[src/inc/cef_pkg.sv]
// Purpose: Shared constants and carrier types for the CAN error-state and event-flag block.
// Assumes: AXI4-Lite with 32-bit data; every register takes one aligned word.
// Notes: The flag register is 16 bits wide and sits in the low half of the word.
package cef_pkg;

	localparam int unsigned CEF_ADDR_W = 4;
	localparam logic [3:0] CEF_OFS_FLAGS = 4'h0;
	localparam logic [3:0] CEF_OFS_MASK = 4'h4;

	localparam int unsigned CEF_BIT_TX_BUS_OFF = 13;
	localparam int unsigned CEF_BIT_TX_PASSIVE = 12;
	localparam int unsigned CEF_BIT_RX_PASSIVE = 11;
	localparam int unsigned CEF_BIT_TX_WARN = 10;
	localparam int unsigned CEF_BIT_RX_WARN = 9;
	localparam int unsigned CEF_BIT_ANY_WARN = 8;
	localparam int unsigned CEF_BIT_INVALID = 7;
	localparam int unsigned CEF_BIT_WAKEUP = 6;
	localparam int unsigned CEF_BIT_ERROR = 5;
	localparam int unsigned CEF_BIT_FIFO_FULL = 3;
	localparam int unsigned CEF_BIT_RX_OVF = 2;
	localparam int unsigned CEF_BIT_RX_BUF = 1;
	localparam int unsigned CEF_BIT_TX_BUF = 0;

	// Writable event flag positions: bits 7..5 and 3..0, bit 4 unimplemented.
	localparam logic [7:0] CEF_EVENT_MASK = 8'hEF;
	localparam logic [15:0] CEF_FLAGS_RESET = 16'h0000;
	localparam logic [7:0] CEF_MASK_RESET = 8'h00;

	localparam logic [1:0] CEF_RESP_OKAY = 2'h0;
	localparam logic [1:0] CEF_RESP_SLVERR = 2'h2;

	// Fault-confinement state levels from the error counter logic.
	typedef struct packed {
		logic tx_bus_off_state;
		logic tx_bus_passive_state;
		logic rx_bus_passive_state;
		logic tx_error_warning_state;
		logic rx_error_warning_state;
	} cef_state_t;

	// One-cycle event strobes from the receive and transmit paths.
	typedef struct packed {
		logic invalid_message;
		logic wakeup_activity;
		logic fifo_almost_full;
		logic rx_buffer_overflow;
		logic rx_buffer_event;
		logic tx_buffer_event;
	} cef_event_t;

	function automatic logic [15:0] cef_state_bits(input cef_state_t s);
		logic [15:0] v;
		v = 16'h0000;
		v[CEF_BIT_TX_BUS_OFF] = s.tx_bus_off_state;
		v[CEF_BIT_TX_PASSIVE] = s.tx_bus_passive_state;
		v[CEF_BIT_RX_PASSIVE] = s.rx_bus_passive_state;
		v[CEF_BIT_TX_WARN] = s.tx_error_warning_state;
		v[CEF_BIT_RX_WARN] = s.rx_error_warning_state;
		v[CEF_BIT_ANY_WARN] = s.tx_error_warning_state | s.rx_error_warning_state;
		return v;
	endfunction

endpackage

[src/rtl/cef_event_flags.sv]
// Purpose: Sticky event flags, cleared by writing zero.
// Assumes: Strobes are one-cycle pulses on aclk.
// Notes: A set in the same cycle as a clear wins.
`timescale 1ns/1ps
`default_nettype none
module cef_event_flags
	import cef_pkg::*;
(
	input wire logic aclk,
	input wire logic aresetn,
	input wire cef_event_t events,
	input wire logic error_request,
	input wire logic clr_en,
	input wire logic [7:0] clr_data,
	input wire logic [7:0] clr_strb,
	output logic [7:0] flags
);

	logic [7:0] flags_r;
	logic [7:0] flags_nxt;
	logic [7:0] set_v;

	always_comb begin
		set_v = 8'h00;
		set_v[CEF_BIT_INVALID] = events.invalid_message;
		set_v[CEF_BIT_WAKEUP] = events.wakeup_activity;
		set_v[CEF_BIT_ERROR] = error_request;
		set_v[CEF_BIT_FIFO_FULL] = events.fifo_almost_full;
		set_v[CEF_BIT_RX_OVF] = events.rx_buffer_overflow;
		set_v[CEF_BIT_RX_BUF] = events.rx_buffer_event;
		set_v[CEF_BIT_TX_BUF] = events.tx_buffer_event;
		flags_nxt = flags_r;
		if (clr_en) begin
			flags_nxt = flags_r & ~(clr_strb & ~clr_data);
		end
		flags_nxt = (flags_nxt | set_v) & CEF_EVENT_MASK;
	end

	always_ff @(posedge aclk) begin
		if (!aresetn) begin
			flags_r <= CEF_FLAGS_RESET[7:0];
		end else begin
			flags_r <= flags_nxt;
		end
	end

	assign flags = flags_r;

endmodule
`default_nettype wire

[src/rtl/cef_state_track.sv]
// Purpose: Registers the fault-confinement states and flags any rise of them.
// Assumes: State levels come from logic on aclk.
// Notes: A rise of any state bit is one error request.
`timescale 1ns/1ps
`default_nettype none
module cef_state_track
	import cef_pkg::*;
(
	input wire logic aclk,
	input wire logic aresetn,
	input wire cef_state_t state_in,
	output logic [15:0] state_bits,
	output logic error_request
);

	logic [15:0] state_r;
	logic [15:0] state_nxt;

	always_comb begin
		state_nxt = cef_state_bits(state_in);
	end

	always_ff @(posedge aclk) begin
		if (!aresetn) begin
			state_r <= CEF_FLAGS_RESET;
		end else begin
			state_r <= state_nxt;
		end
	end

	assign state_bits = state_r;
	// Only a new state raises a request, so a steady passive state does not refire.
	assign error_request = |(state_nxt & ~state_r);

endmodule
`default_nettype wire

[src/rtl/cef_top.sv]
// Purpose: CAN error-state and event-flag register with AXI4-Lite access.
// Assumes: State levels and event strobes are synchronous to aclk.
// Notes: Flags offset 0x0, interrupt mask offset 0x4.
//
// Summary of operation
// - Bit 13 reads high while the transmitter is bus off.
// - Bit 12 reads high while the transmitter is bus passive.
// - Bit 11 reads high while the receiver is bus passive.
// - Bit 10 reads high while the transmitter is in error warning.
// - Bit 9 reads high while the receiver is in error warning.
// - Bit 8 reads high while either side is in error warning.
// - The error flag at bit 5 sets when any state bit of 13..8 raises a request.
// - Event flags clear only on a written zero; a written one leaves them.
// - Bit 7 latches on an invalid message.
// - Bit 6 latches on bus wake-up activity.
// - Bit 3 latches on receive FIFO almost full.
// - Bit 2 latches on receive buffer overflow.
// - Bits 15..14 and 4 read zero and ignore writes.
// - Bit 1 latches on a receive buffer event.
// - Bit 0 latches on a transmit buffer event.
`timescale 1ns/1ps
`default_nettype none
module cef_top
	import cef_pkg::*;
(
	input wire logic aclk,
	input wire logic aresetn,
	input wire logic [CEF_ADDR_W-1:0] s_axi_awaddr,
	input wire logic [2:0] s_axi_awprot,
	input wire logic s_axi_awvalid,
	output logic s_axi_awready,
	input wire logic [31:0] s_axi_wdata,
	input wire logic [3:0] s_axi_wstrb,
	input wire logic s_axi_wvalid,
	output logic s_axi_wready,
	output logic [1:0] s_axi_bresp,
	output logic s_axi_bvalid,
	input wire logic s_axi_bready,
	input wire logic [CEF_ADDR_W-1:0] s_axi_araddr,
	input wire logic [2:0] s_axi_arprot,
	input wire logic s_axi_arvalid,
	output logic s_axi_arready,
	output logic [31:0] s_axi_rdata,
	output logic [1:0] s_axi_rresp,
	output logic s_axi_rvalid,
	input wire logic s_axi_rready,
	input wire cef_state_t fault_state,
	input wire cef_event_t event_strobes,
	output logic irq
);

	logic aw_held_r;
	logic [CEF_ADDR_W-1:0] aw_addr_r;
	logic w_held_r;
	logic [31:0] w_data_r;
	logic [3:0] w_strb_r;
	logic wr_fire;
	logic [7:0] mask_r;
	logic [15:0] state_bits;
	logic error_request;
	logic [7:0] flags;
	logic flag_clr;
	logic [1:0] rresp_nxt;
	logic [31:0] rdata_nxt;

	// Address and data are captured independently, so either may come first.
	assign s_axi_awready = !aw_held_r && !s_axi_bvalid;
	assign s_axi_wready = !w_held_r && !s_axi_bvalid;
	assign wr_fire = aw_held_r && w_held_r && !s_axi_bvalid;
	assign s_axi_arready = !s_axi_rvalid;

	always_ff @(posedge aclk) begin
		if (!aresetn) begin
			aw_held_r <= 1'b0;
			aw_addr_r <= '0;
		end else if (s_axi_awvalid && s_axi_awready) begin
			aw_held_r <= 1'b1;
			aw_addr_r <= s_axi_awaddr;
		end else if (wr_fire) begin
			aw_held_r <= 1'b0;
		end
	end

	always_ff @(posedge aclk) begin
		if (!aresetn) begin
			w_held_r <= 1'b0;
			w_data_r <= 32'h00000000;
			w_strb_r <= 4'h0;
		end else if (s_axi_wvalid && s_axi_wready) begin
			w_held_r <= 1'b1;
			w_data_r <= s_axi_wdata;
			w_strb_r <= s_axi_wstrb;
		end else if (wr_fire) begin
			w_held_r <= 1'b0;
		end
	end

	always_ff @(posedge aclk) begin
		if (!aresetn) begin
			s_axi_bvalid <= 1'b0;
			s_axi_bresp <= CEF_RESP_OKAY;
		end else if (wr_fire) begin
			s_axi_bvalid <= 1'b1;
			if (aw_addr_r == CEF_OFS_FLAGS || aw_addr_r == CEF_OFS_MASK) begin
				s_axi_bresp <= CEF_RESP_OKAY;
			end else begin
				s_axi_bresp <= CEF_RESP_SLVERR;
			end
		end else if (s_axi_bready) begin
			s_axi_bvalid <= 1'b0;
		end
	end

	always_ff @(posedge aclk) begin
		if (!aresetn) begin
			mask_r <= CEF_MASK_RESET;
		end else if (wr_fire && aw_addr_r == CEF_OFS_MASK && w_strb_r[0]) begin
			mask_r <= w_data_r[7:0] & CEF_EVENT_MASK;
		end
	end

	// State bits are read-only; only the low byte carries clearable flags.
	assign flag_clr = wr_fire && aw_addr_r == CEF_OFS_FLAGS;

	cef_state_track u_state (
		.aclk(aclk),
		.aresetn(aresetn),
		.state_in(fault_state),
		.state_bits(state_bits),
		.error_request(error_request)
	);

	cef_event_flags u_flags (
		.aclk(aclk),
		.aresetn(aresetn),
		.events(event_strobes),
		.error_request(error_request),
		.clr_en(flag_clr),
		.clr_data(w_data_r[7:0]),
		.clr_strb({8{w_strb_r[0]}}),
		.flags(flags)
	);

	always_comb begin
		rdata_nxt = 32'h00000000;
		rresp_nxt = CEF_RESP_OKAY;
		if (s_axi_araddr == CEF_OFS_FLAGS) begin
			rdata_nxt[15:0] = state_bits | {8'h00, flags};
		end else if (s_axi_araddr == CEF_OFS_MASK) begin
			rdata_nxt[7:0] = mask_r;
		end else begin
			rresp_nxt = CEF_RESP_SLVERR;
		end
	end

	always_ff @(posedge aclk) begin
		if (!aresetn) begin
			s_axi_rvalid <= 1'b0;
			s_axi_rdata <= 32'h00000000;
			s_axi_rresp <= CEF_RESP_OKAY;
		end else if (s_axi_arvalid && s_axi_arready) begin
			s_axi_rvalid <= 1'b1;
			s_axi_rdata <= rdata_nxt;
			s_axi_rresp <= rresp_nxt;
		end else if (s_axi_rready) begin
			s_axi_rvalid <= 1'b0;
		end
	end

	// Level output so a missed edge never loses an interrupt.
	always_ff @(posedge aclk) begin
		if (!aresetn) begin
			irq <= 1'b0;
		end else begin
			irq <= |(flags & mask_r);
		end
	end

endmodule
`default_nettype wire
[config.mk]
export PLATFORM = sky130hd
export DESIGN_NAME = cef_top
export DESIGN_NICKNAME = d
export VERILOG_FILES = /design/src/inc/cef_pkg.sv /design/src/rtl/cef_event_flags.sv /design/src/rtl/cef_state_track.sv /design/src/rtl/cef_top.sv
export SDC_FILE = /design/constraint.sdc
export NUM_CORES = 1
export LEC_CHECK = 0
export ABC_CLOCK_PERIOD_IN_PS = 1400
export BUFFER_PORTS_ARGS = -buffer_cell sky130_fd_sc_hd__buf_2
export CAP_MARGIN = 40
export CORE_MARGIN = 4
export CORE_UTILIZATION = 46
export CTS_BUF_LIST = sky130_fd_sc_hd__clkbuf_16
export DETAILED_ROUTE_END_ITERATION = 16
export GPL_TIMING_DRIVEN = 0
export PLACE_DENSITY = 0.88
export SLEW_MARGIN = 15
export SYNTH_ARGS = -nofsm -noshare
export SYNTH_HDL_FRONTEND = slang
export SYNTH_SLANG_ARGS = --single-unit
[constraint.sdc]
create_clock -name aclk -period 1.4 [get_ports aclk]
set_input_delay 0.14 -clock aclk [delete_from_list [all_inputs] [get_ports aclk]]
set_output_delay 0.14 -clock aclk [all_outputs]
set_load 0.01 [all_outputs]
Yosys cells after proc, flatten, opt, wreduce, memory -nomap -nowiden:

Index checks and enable logic that the tools add are counted.

* register bits: 69
* input bits: 68

* equal/unequal tests: 2
* mux-type cells: 14
* bitwise operators: 10
* reduce and logical (&&, ||, !) cells: 23

Operators by type and width (count)
* 8-bit 2-to-1 mux: 4
* 8-bit bitwise AND: 3
* 14-bit by 16-bit bitwise AND with 16-bit output: 1
* 16-bit NOT: 1
* 8-bit NOT: 2
* 16-bit by 8-bit OR with 16-bit output: 1
* 16-bit OR reduction: 1
* 1-bit logical AND: 10
* 4-bit by 3-bit == test with 1-bit output, second input constant: 2
* 4-bit zero test: 2
* 8-bit OR: 1
* 2-bit nonzero test: 4
* 8-bit OR reduction: 1
* 1-bit 2-to-1 mux: 7
* 2-bit 2-to-1 mux: 3
* 1-bit zero test: 4
* 1-bit logical OR: 1
* 1-bit OR: 1

Logic depth before layout (Yosys ltp):

Gate-level depths: netlist (run 1).

* depth after elaboration: 6
* depth in mapped cells: 5

Modules after synthesis:

Synthesis (run 1) repeated with hierarchy kept, for this count alone.

* cells, all modules: 275
* area, all modules: 2457.4 sq um

By module, submodules not included
* cef_top: instances 1, cells an instance 213, area an instance 1908.1 sq um, seq. area each 860.8 sq um
* cef_state_track: instances 1, cells an instance 32, area an instance 286.5 sq um, seq. area each 120.1 sq um
* cef_event_flags: instances 1, cells an instance 30, area an instance 262.8 sq um, seq. area each 140.1 sq um

Worst setup path after synthesis (run 1):

OpenSTA, ideal clock, no wires.

* path kind: reg2reg
* start point: register s_axi_bvalid
* end point: register u_flags.flags_r[5] (netlist: u_flags.flags[5])
* setup time: 133 ps
* arrival: 1137 ps
* required time: 1267 ps
* path slack: 130 ps
* stages on the path, launching flop included: 5
* buffers on the path: 1
* period minus slack after synthesis: 1270 ps
* cell sequence: dfxtp_1 > buf_2 > nand4b_4 > o41ai_2 > a31oi_1

* word-level cells in the longest chain between the ends: 5

Ends and longest elaborated chain
* start, declared: line cef_top.sv:37 `output logic s_axi_bvalid,`
* start signal, assigned: line cef_top.sv:100 `s_axi_bvalid <= 1'b0;`
* start signal, assigned: line cef_top.sv:103 `s_axi_bvalid <= 1'b1;`
* start signal, assigned: line cef_top.sv:110 `s_axi_bvalid <= 1'b0;`
* 1-bit zero test: line cef_top.sv:69 `assign wr_fire = aw_held_r && w_held_r && !s_axi_bvalid;`
* 1-bit logical AND: line cef_top.sv:69
* 1-bit logical AND: line cef_top.sv:123 `assign flag_clr = wr_fire && aw_addr_r == CEF_OFS_FLAGS;`
* 8-bit 2-to-1 mux: line cef_event_flags.sv:33 `if (clr_en) begin`
* 8-bit OR: line cef_event_flags.sv:36 `flags_nxt = (flags_nxt | set_v) & CEF_EVENT_MASK;`
* end signal, assigned: line cef_event_flags.sv:41 `flags_r <= CEF_FLAGS_RESET[7:0];`
* end signal, assigned: line cef_event_flags.sv:43 `flags_r <= flags_nxt;`
* end, declared: line cef_event_flags.sv:19 `logic [7:0] flags_r;`

Every way passes these cells.
A chain may end at the register's enable or synchronous reset.

Final worst setup path (run 1):

* start point: register aw_addr_r[1]
* end point: register mask_r[7]

* word-level cells in the longest chain between the ends: 3

Ends and longest elaborated chain
* start, declared: line cef_top.sv:53 `logic [CEF_ADDR_W-1:0] aw_addr_r;`
* start signal, assigned: line cef_top.sv:78 `aw_addr_r <= s_axi_awaddr;`
* 4-bit by 3-bit == test with 1-bit output: line cef_top.sv:117 `end else if (wr_fire && aw_addr_r == CEF_OFS_MASK && w_strb_r[0]) begin`
* 1-bit logical AND (2 in a row): line cef_top.sv:117
* end signal, assigned: line cef_top.sv:118 `mask_r <= w_data_r[7:0] & CEF_EVENT_MASK;`
* end, declared: line cef_top.sv:58 `logic [7:0] mask_r;`

Every way passes these cells.

==> impl_metrics.py, run 1 <==
metrics = {
    "status": {
        "status": "complete, but fails checks",
        "failed_checks": "setup timing",
    },
    "floorplan": {
        "start_util": 0.4768,
        "io_pins": 110,
        "design.core.area_um2": 4755,
        "die_w_um": 78.21,
        "num_rows": 25,
        "design.die.area_um2": 6116,
        "die_y_um": 78.21,
    },
    "sta": {
        "skew_ps": 6.055,
        "layout_min_cycle_time_ps": 1415,
        "rsz0062_at_grt": "yes",
        "tightest_slew_ps": 501.4,
        "setup_ws_ps": -15.48,
        "max_freq_mhz": 706.5,
        "slew_headroom": 0.6658,
        "slew_viol_final": 0,
        "whs_ps": 62.98,
        "hold_violations": 0,
        "setup_viol": 1,
        "min_period_over_period": 1.011,
    },
    "placed_design": {
        "dpl-instance-area_um2": 2691,
        "place_congestion": 0.8456,
        "dp_hpwl_um": 3936,
        "portBuffers": 53,
    },
    "critical_path": {
        "end_kind": "flop",
        "cp_max_fo": 8,
        "cp.arrival_ps": 1570,
        "rrSetupSlack_ps": -20,
        "critical_path_class": "flop to flop",
        "r2r_cells": 5,
        "cp-start-kind": "flop",
        "required_ps": 1550,
        "r2r-start": "aw_addr_r[1]",
        "r2r_end": "mask_r[7]",
    },
    "power": {
        "power_density_nw_per_um2": 1096,
        "ir_drop_v": 0.0007334,
        "p_leak_nw": 1.344,
    },
    "detailed_routing": {
        "vias": 1996,
        "ant_nets": 0,
        "drc_errors": 0,
        "postRouteWirelength_um": 5675,
        "vias_per_cell": 5.066,
        "wire_per_inst_um": 14.40,
        "firstDrtPassIters": 4,
        "drt_iter0_markers": 162,
    },
    "flow_run": {
        "cap_violations": 0,
    },
    "final_layout": {
        "multiInputGateArea_um2": 1122,
        "drive_gt1_frac": 0.3700,
        "finalNetCount": 394,
        "synthToLayoutAreaGrowth_pct": 29.58,
        "fill_cells": 426,
        "num_antenna_cells": 0,
        "final_cell_area_um2": 2938,
        "final_cell_mix": "buf_2, dfxtp_1, nor2_1",
        "register_area_um2": 1046,
        "layout_commonest_cell": "buf_2",
    },
    "synthesis": {
        "synth_cell_types": 38,
        "syn_area_per_cell_um2": 9.486,
        "synth_seq_cells": 52,
        "async_flop_share": 0,
        "syn-cell-area_um2": 2267,
        "synth_ff_type": "dfxtp_1",
        "ys_warn_count": 0,
        "syn_inst": 239,
        "synth_edf_count": 0,
        "ys_seq_area_frac": 0.4592,
    },
    "hold_path": {
        "worstHoldEndpoint": "u_state.state_bits[11]",
        "timing.hold.worst_path_depth": 2,
        "worstHoldStart": "fault_state[2]",
        "hp-class": "primary input to flop",
    },
    "global_route": {
        "grt_pass1_vias": 1775,
        "antenna_found_initial": 0,
        "grt_max_degree": 15,
        "gr-total-overflow": 0,
        "track_usage": 0.1716,
        "grt_pass1_wl_um": 8418,
    },
    "clocking": {
        "cts.path.max_buffers": 2,
        "clock_latency_ps": 290,
        "holdBufCountCts": 0,
        "cts.clk_slew.worst_paths_ps": 70,
        "cts_tree": "yes",
        "clockRootBuffer": "clkbuf_16",
        "ctsHtreeMaxLevel": 2,
        "cts_buffers": 5,
        "clock-sinks": 52,
    },
}
[how the worst max path moves through the flow]
| stage | start | end |
|---|---|---|
| 6_report | aw_addr_r[1] | mask_r[7] |
| 4_1_cts | s_axi_bvalid | u_flags.flags[6] |
| 3_5_place_dp | s_axi_bvalid | u_flags.flags[6] |
| 3_3_place_gp | s_axi_bvalid | u_flags.flags[5] |
| 5_1_grt | aw_addr_r[0] | mask_r[7] |
| 2_1_floorplan | s_axi_bvalid | u_flags.flags[5] |
[report_power, final]
part	total (W)	internal, W	switching, W
Clock	0.00114	0.000644	0.000499
Sequential	0.00161	0.00155	0.0000691
Combinational	0.000463	0.000226	0.000237
[critical path: stages, from the launching register on]
cell and delay (ps):
dfxtp_2 340, or3_4 370, buf_8 150, buf_4 130, o31ai_2 200, a21oi_1 100
[through the flow]
stage / instances / setup TNS, ps / utilization / total power (W) / worst slack (ps)
finish: 394 / -15.48 / 0.6179 / 0.003221 / -15.48
global route: 394 / -115.8 / 0.6179 / 0.003353 / -81.78
CTS: 387 / 0 / 0.5947 / 0.003181 / 22.95
detailed placement: 379 / 0 / 0.5661 / 0.002048 / 21.34
global placement: 379 / 0 / 0.5661 / 0.002034 / 80.13
floorplan: 259 / 0 / - / 0.001919 / 129.9
[registers in the layout (all words and copies together), names as in the netlist]
register and flops:
u_flags.flags 7, s_axi_bresp 1, w_data_r 7, w_strb_r 1, mask_r 7, s_axi_rvalid 1, w_held_r 1, u_state.state_bits 6
s_axi_rresp 1, s_axi_bvalid 1, irq 1, aw_addr_r 4, s_axi_rdata 13, aw_held_r 1
[layer usage]
metal	track usage	share of wire
met3	0.05046	0.087
met2	0.2945	0.52
met1	0.2039	0.38
met5	0	0
met4	0.05944	0.018
[timing repair]
action | in CTS | in global routing
resized for setup | 0 | 17
setup buffers | 0 | 5
setup endpoints to repair | 0 | 17
[final cells by class]
type / count / area share
multi-input cells: 171 / 0.3820
clock inverters: 3 / 0.003833
inverters: 3 / 0.003833
flip-flops and latches: 52 / 0.3560
repair buffers: 59 / 0.1048
plain buffers: 34 / 0.07836
clock buffers: 5 / 0.04259
well taps: 67 / 0.02853
[cell usage after synthesis (all sizes together), types with 2 or more instances]
library cell,number,area share
dfxtp,52,0.46
nor2,30,0.050
buf,28,0.089
a21oi,24,0.053
nand3,14,0.031
mux2i,13,0.057
mux2,7,0.035
nand2,7,0.012
o31ai,7,0.023
a32oi,6,0.023
clkbuf,6,0.0099
o21ai,6,0.013
and2,5,0.014
nor2b,5,0.014
nand2b,4,0.011
inv,3,0.0050
nor3b,3,0.017
a22oi,2,0.0066
a31oi,2,0.0055
nor3,2,0.012
[cells by family (layout without fill, tap and decap cells)]
kind of cell	Yosys count	in the layout	synth area share
and+or+nand+nor	78	79	0.1998
DFF	52	52	0.4592
AOI/OAI and AO/OA	51	51	0.1435
buffers and inverters	37	104	0.1038
muxes	20	20	0.09216
other	1	21	0.001654
(Power assumes the default switching activity.)
==> run 2, diff against run 1 <==
--- a/config.mk
+++ b/config.mk
@@ -5,7 +5,7 @@
 export SDC_FILE = /design/constraint.sdc
 export NUM_CORES = 1
 export LEC_CHECK = 0
-export ABC_CLOCK_PERIOD_IN_PS = 1400
+export ABC_CLOCK_PERIOD_IN_PS = 1500
 export BUFFER_PORTS_ARGS = -buffer_cell sky130_fd_sc_hd__buf_2
 export CAP_MARGIN = 40
 export CORE_MARGIN = 4
==> constraint.sdc (replaced) <==
create_clock -name aclk -period 1.5 [get_ports aclk]
set_input_delay 0.15 -clock aclk [delete_from_list [all_inputs] [get_ports aclk]]
set_output_delay 0.15 -clock aclk [all_outputs]
set_load 0.01 [all_outputs]
==> impl_metrics.py, run 2 (synthesized netlist as in run 1, its figures left out) <==
metrics = {
    "detailed_routing": {
        "vias_per_cell": 5.034,
        "drc_errors": 0,
        "drt_iter0_markers": 192,
        "ant_nets": 0,
        "vias": 1948,
        "firstDrtPassIters": 4,
        "postRouteWirelength_um": 5248,
        "wire_per_inst_um": 13.56,
    },
    "hold_path": {
        "hp-class": "primary input to flop",
    },
    "critical_path": {
        "crit_chain": "buf_2, nand4b_4, nor3_4, a21oi_1",
        "cp-start-kind": "flop",
        "cp_max_fo": 9,
        "end_kind": "flop",
        "cp.arrival_ps": 1520,
        "slowest_stage": "nor3_4",
        "critical_path_class": "flop to flop",
        "max_stage_delay_ps": 330,
        "required_ps": 1660,
    },
    "power": {
        "ir_drop_v": 0.0006710,
        "finalPower_w": 0.002945,
        "power_density_nw_per_um2": 1041,
        "p_leak_nw": 1.293,
    },
    "floorplan": {
        "design.core.area_um2": 4755,
        "die_w_um": 78.21,
        "start_util": 0.4768,
        "num_rows": 25,
        "io_pins": 110,
        "design.die.area_um2": 6116,
        "die_y_um": 78.21,
    },
    "sta": {
        "max_freq_mhz": 731.5,
        "rsz0062_at_grt": "no",
        "hold_violations": 0,
        "slew_viol_final": 0,
        "setup_viol": 0,
        "whs_ps": 74.35,
        "layout_min_cycle_time_ps": 1367,
        "skew_ps": 6.344,
        "tns_ps": 0,
        "min_period_over_period": 0.9113,
    },
    "final_layout": {
        "synthToLayoutAreaGrowth_pct": 24.72,
        "fill_cells": 452,
        "largest_register_ffs": 13,
        "largest-register": "s_axi_rdata",
        "drive_gt1_frac": 0.3156,
        "num_antenna_cells": 0,
        "finalNetCount": 387,
        "multiInputGateArea_um2": 1066,
        "register_area_um2": 1041,
        "final_cell_mix": "buf_2, dfxtp_1, nor2_1",
        "layout_commonest_cell": "buf_2",
    },
    "clocking": {
        "cts.clk_slew.worst_paths_ps": 70,
        "clockRootBuffer": "clkbuf_16",
        "clock-sinks": 52,
        "post_cts_buffers": 0,
        "cts_tree": "yes",
        "clock_latency_ps": 290,
        "holdBufCountCts": 0,
        "cts.path.max_buffers": 2,
        "ctsResizeCount": 0,
        "cts_buffers": 5,
        "ctsHtreeMaxLevel": 2,
    },
    "placed_design": {
        "portBuffers": 53,
        "place_congestion": 0.8456,
        "dp_hpwl_um": 3936,
    },
    "global_route": {
        "antenna_found_initial": 0,
        "grt_max_degree": 15,
        "track_usage": 0.1716,
        "grt_pass1_wl_um": 8418,
        "grt_pass1_vias": 1775,
        "gr-total-overflow": 0,
    },
    "flow_run": {
        "cap_violations": 0,
    },
    "status": {
        "status": "complete, no violations",
    },
}
==> run 2: cell types whose count changed in the layout (fill, tap and decap cells not counted), sizes merged <==
cell	change
buf	-6
nand4b	-1
==> run 2: metal layers <==
| metal | up-vias | wire length (µm) | track usage |
|---|---|---|---|
| li1 | 955 | - | - |
| met1 | 920 | 2092 | 0.2039 |
| met2 | 66 | 2712 | 0.2945 |
| met3 | 7 | 383 | 0.05046 |
| met4 | 0 | 59 | 0.05944 |
| met5 | - | 0 | 0 |
==> run 2: final timing paths <==
path,from,to,slack (ps),depth (start not counted)
max reg2reg,s_axi_bvalid,u_flags.flags[6],130,4
max,s_axi_bvalid,u_flags.flags[6],130,4
min reg2reg,s_axi_rdata[0],s_axi_rdata[0],450,2
min,fault_state[2],u_state.state_bits[11],70,2
==> run 2: power by group <==
| group | internal [W] | switching (W) | total (W) |
|---|---|---|---|
| Clock | 0.000601 | 0.000459 | 0.00106 |
| Combinational | 0.000184 | 0.000203 | 0.000386 |
| Sequential | 0.00144 | 0.0000587 | 0.00150 |
==> run 2: through the flow <==
stage | area (µm²) | cells | setup slack (ps) | util
2_1_floorplan | 2342 | 259 | 229.9 | -
3_3_place_gp | 2691 | 379 | 180.1 | 0.5661
3_5_place_dp | 2691 | 379 | 121.3 | 0.5661
4_1_cts | 2828 | 387 | 123.0 | 0.5947
5_1_grt | 2828 | 387 | 9.832 | 0.5947
6_report | 2828 | 387 | 133.0 | 0.5947
==> run 2: layout make-up <==
class | count | share of cell area
Multi-Input combinational cell | 170 | 0.3770
Sequential cell | 52 | 0.3681
Timing Repair Buffer | 53 | 0.09381
Buffer | 34 | 0.07920
Clock buffer | 5 | 0.04425
Tap cell | 67 | 0.02965
Clock inverter | 3 | 0.003982
Inverter | 3 | 0.003982
==> run 2: critical path, delay by kind of cell, from the launching register on <==
kind | cells | cell delay (ps)
simple gates | 2 | 620
buf+inv | 1 | 190
flops | 1 | 310
compound gates | 1 | 120
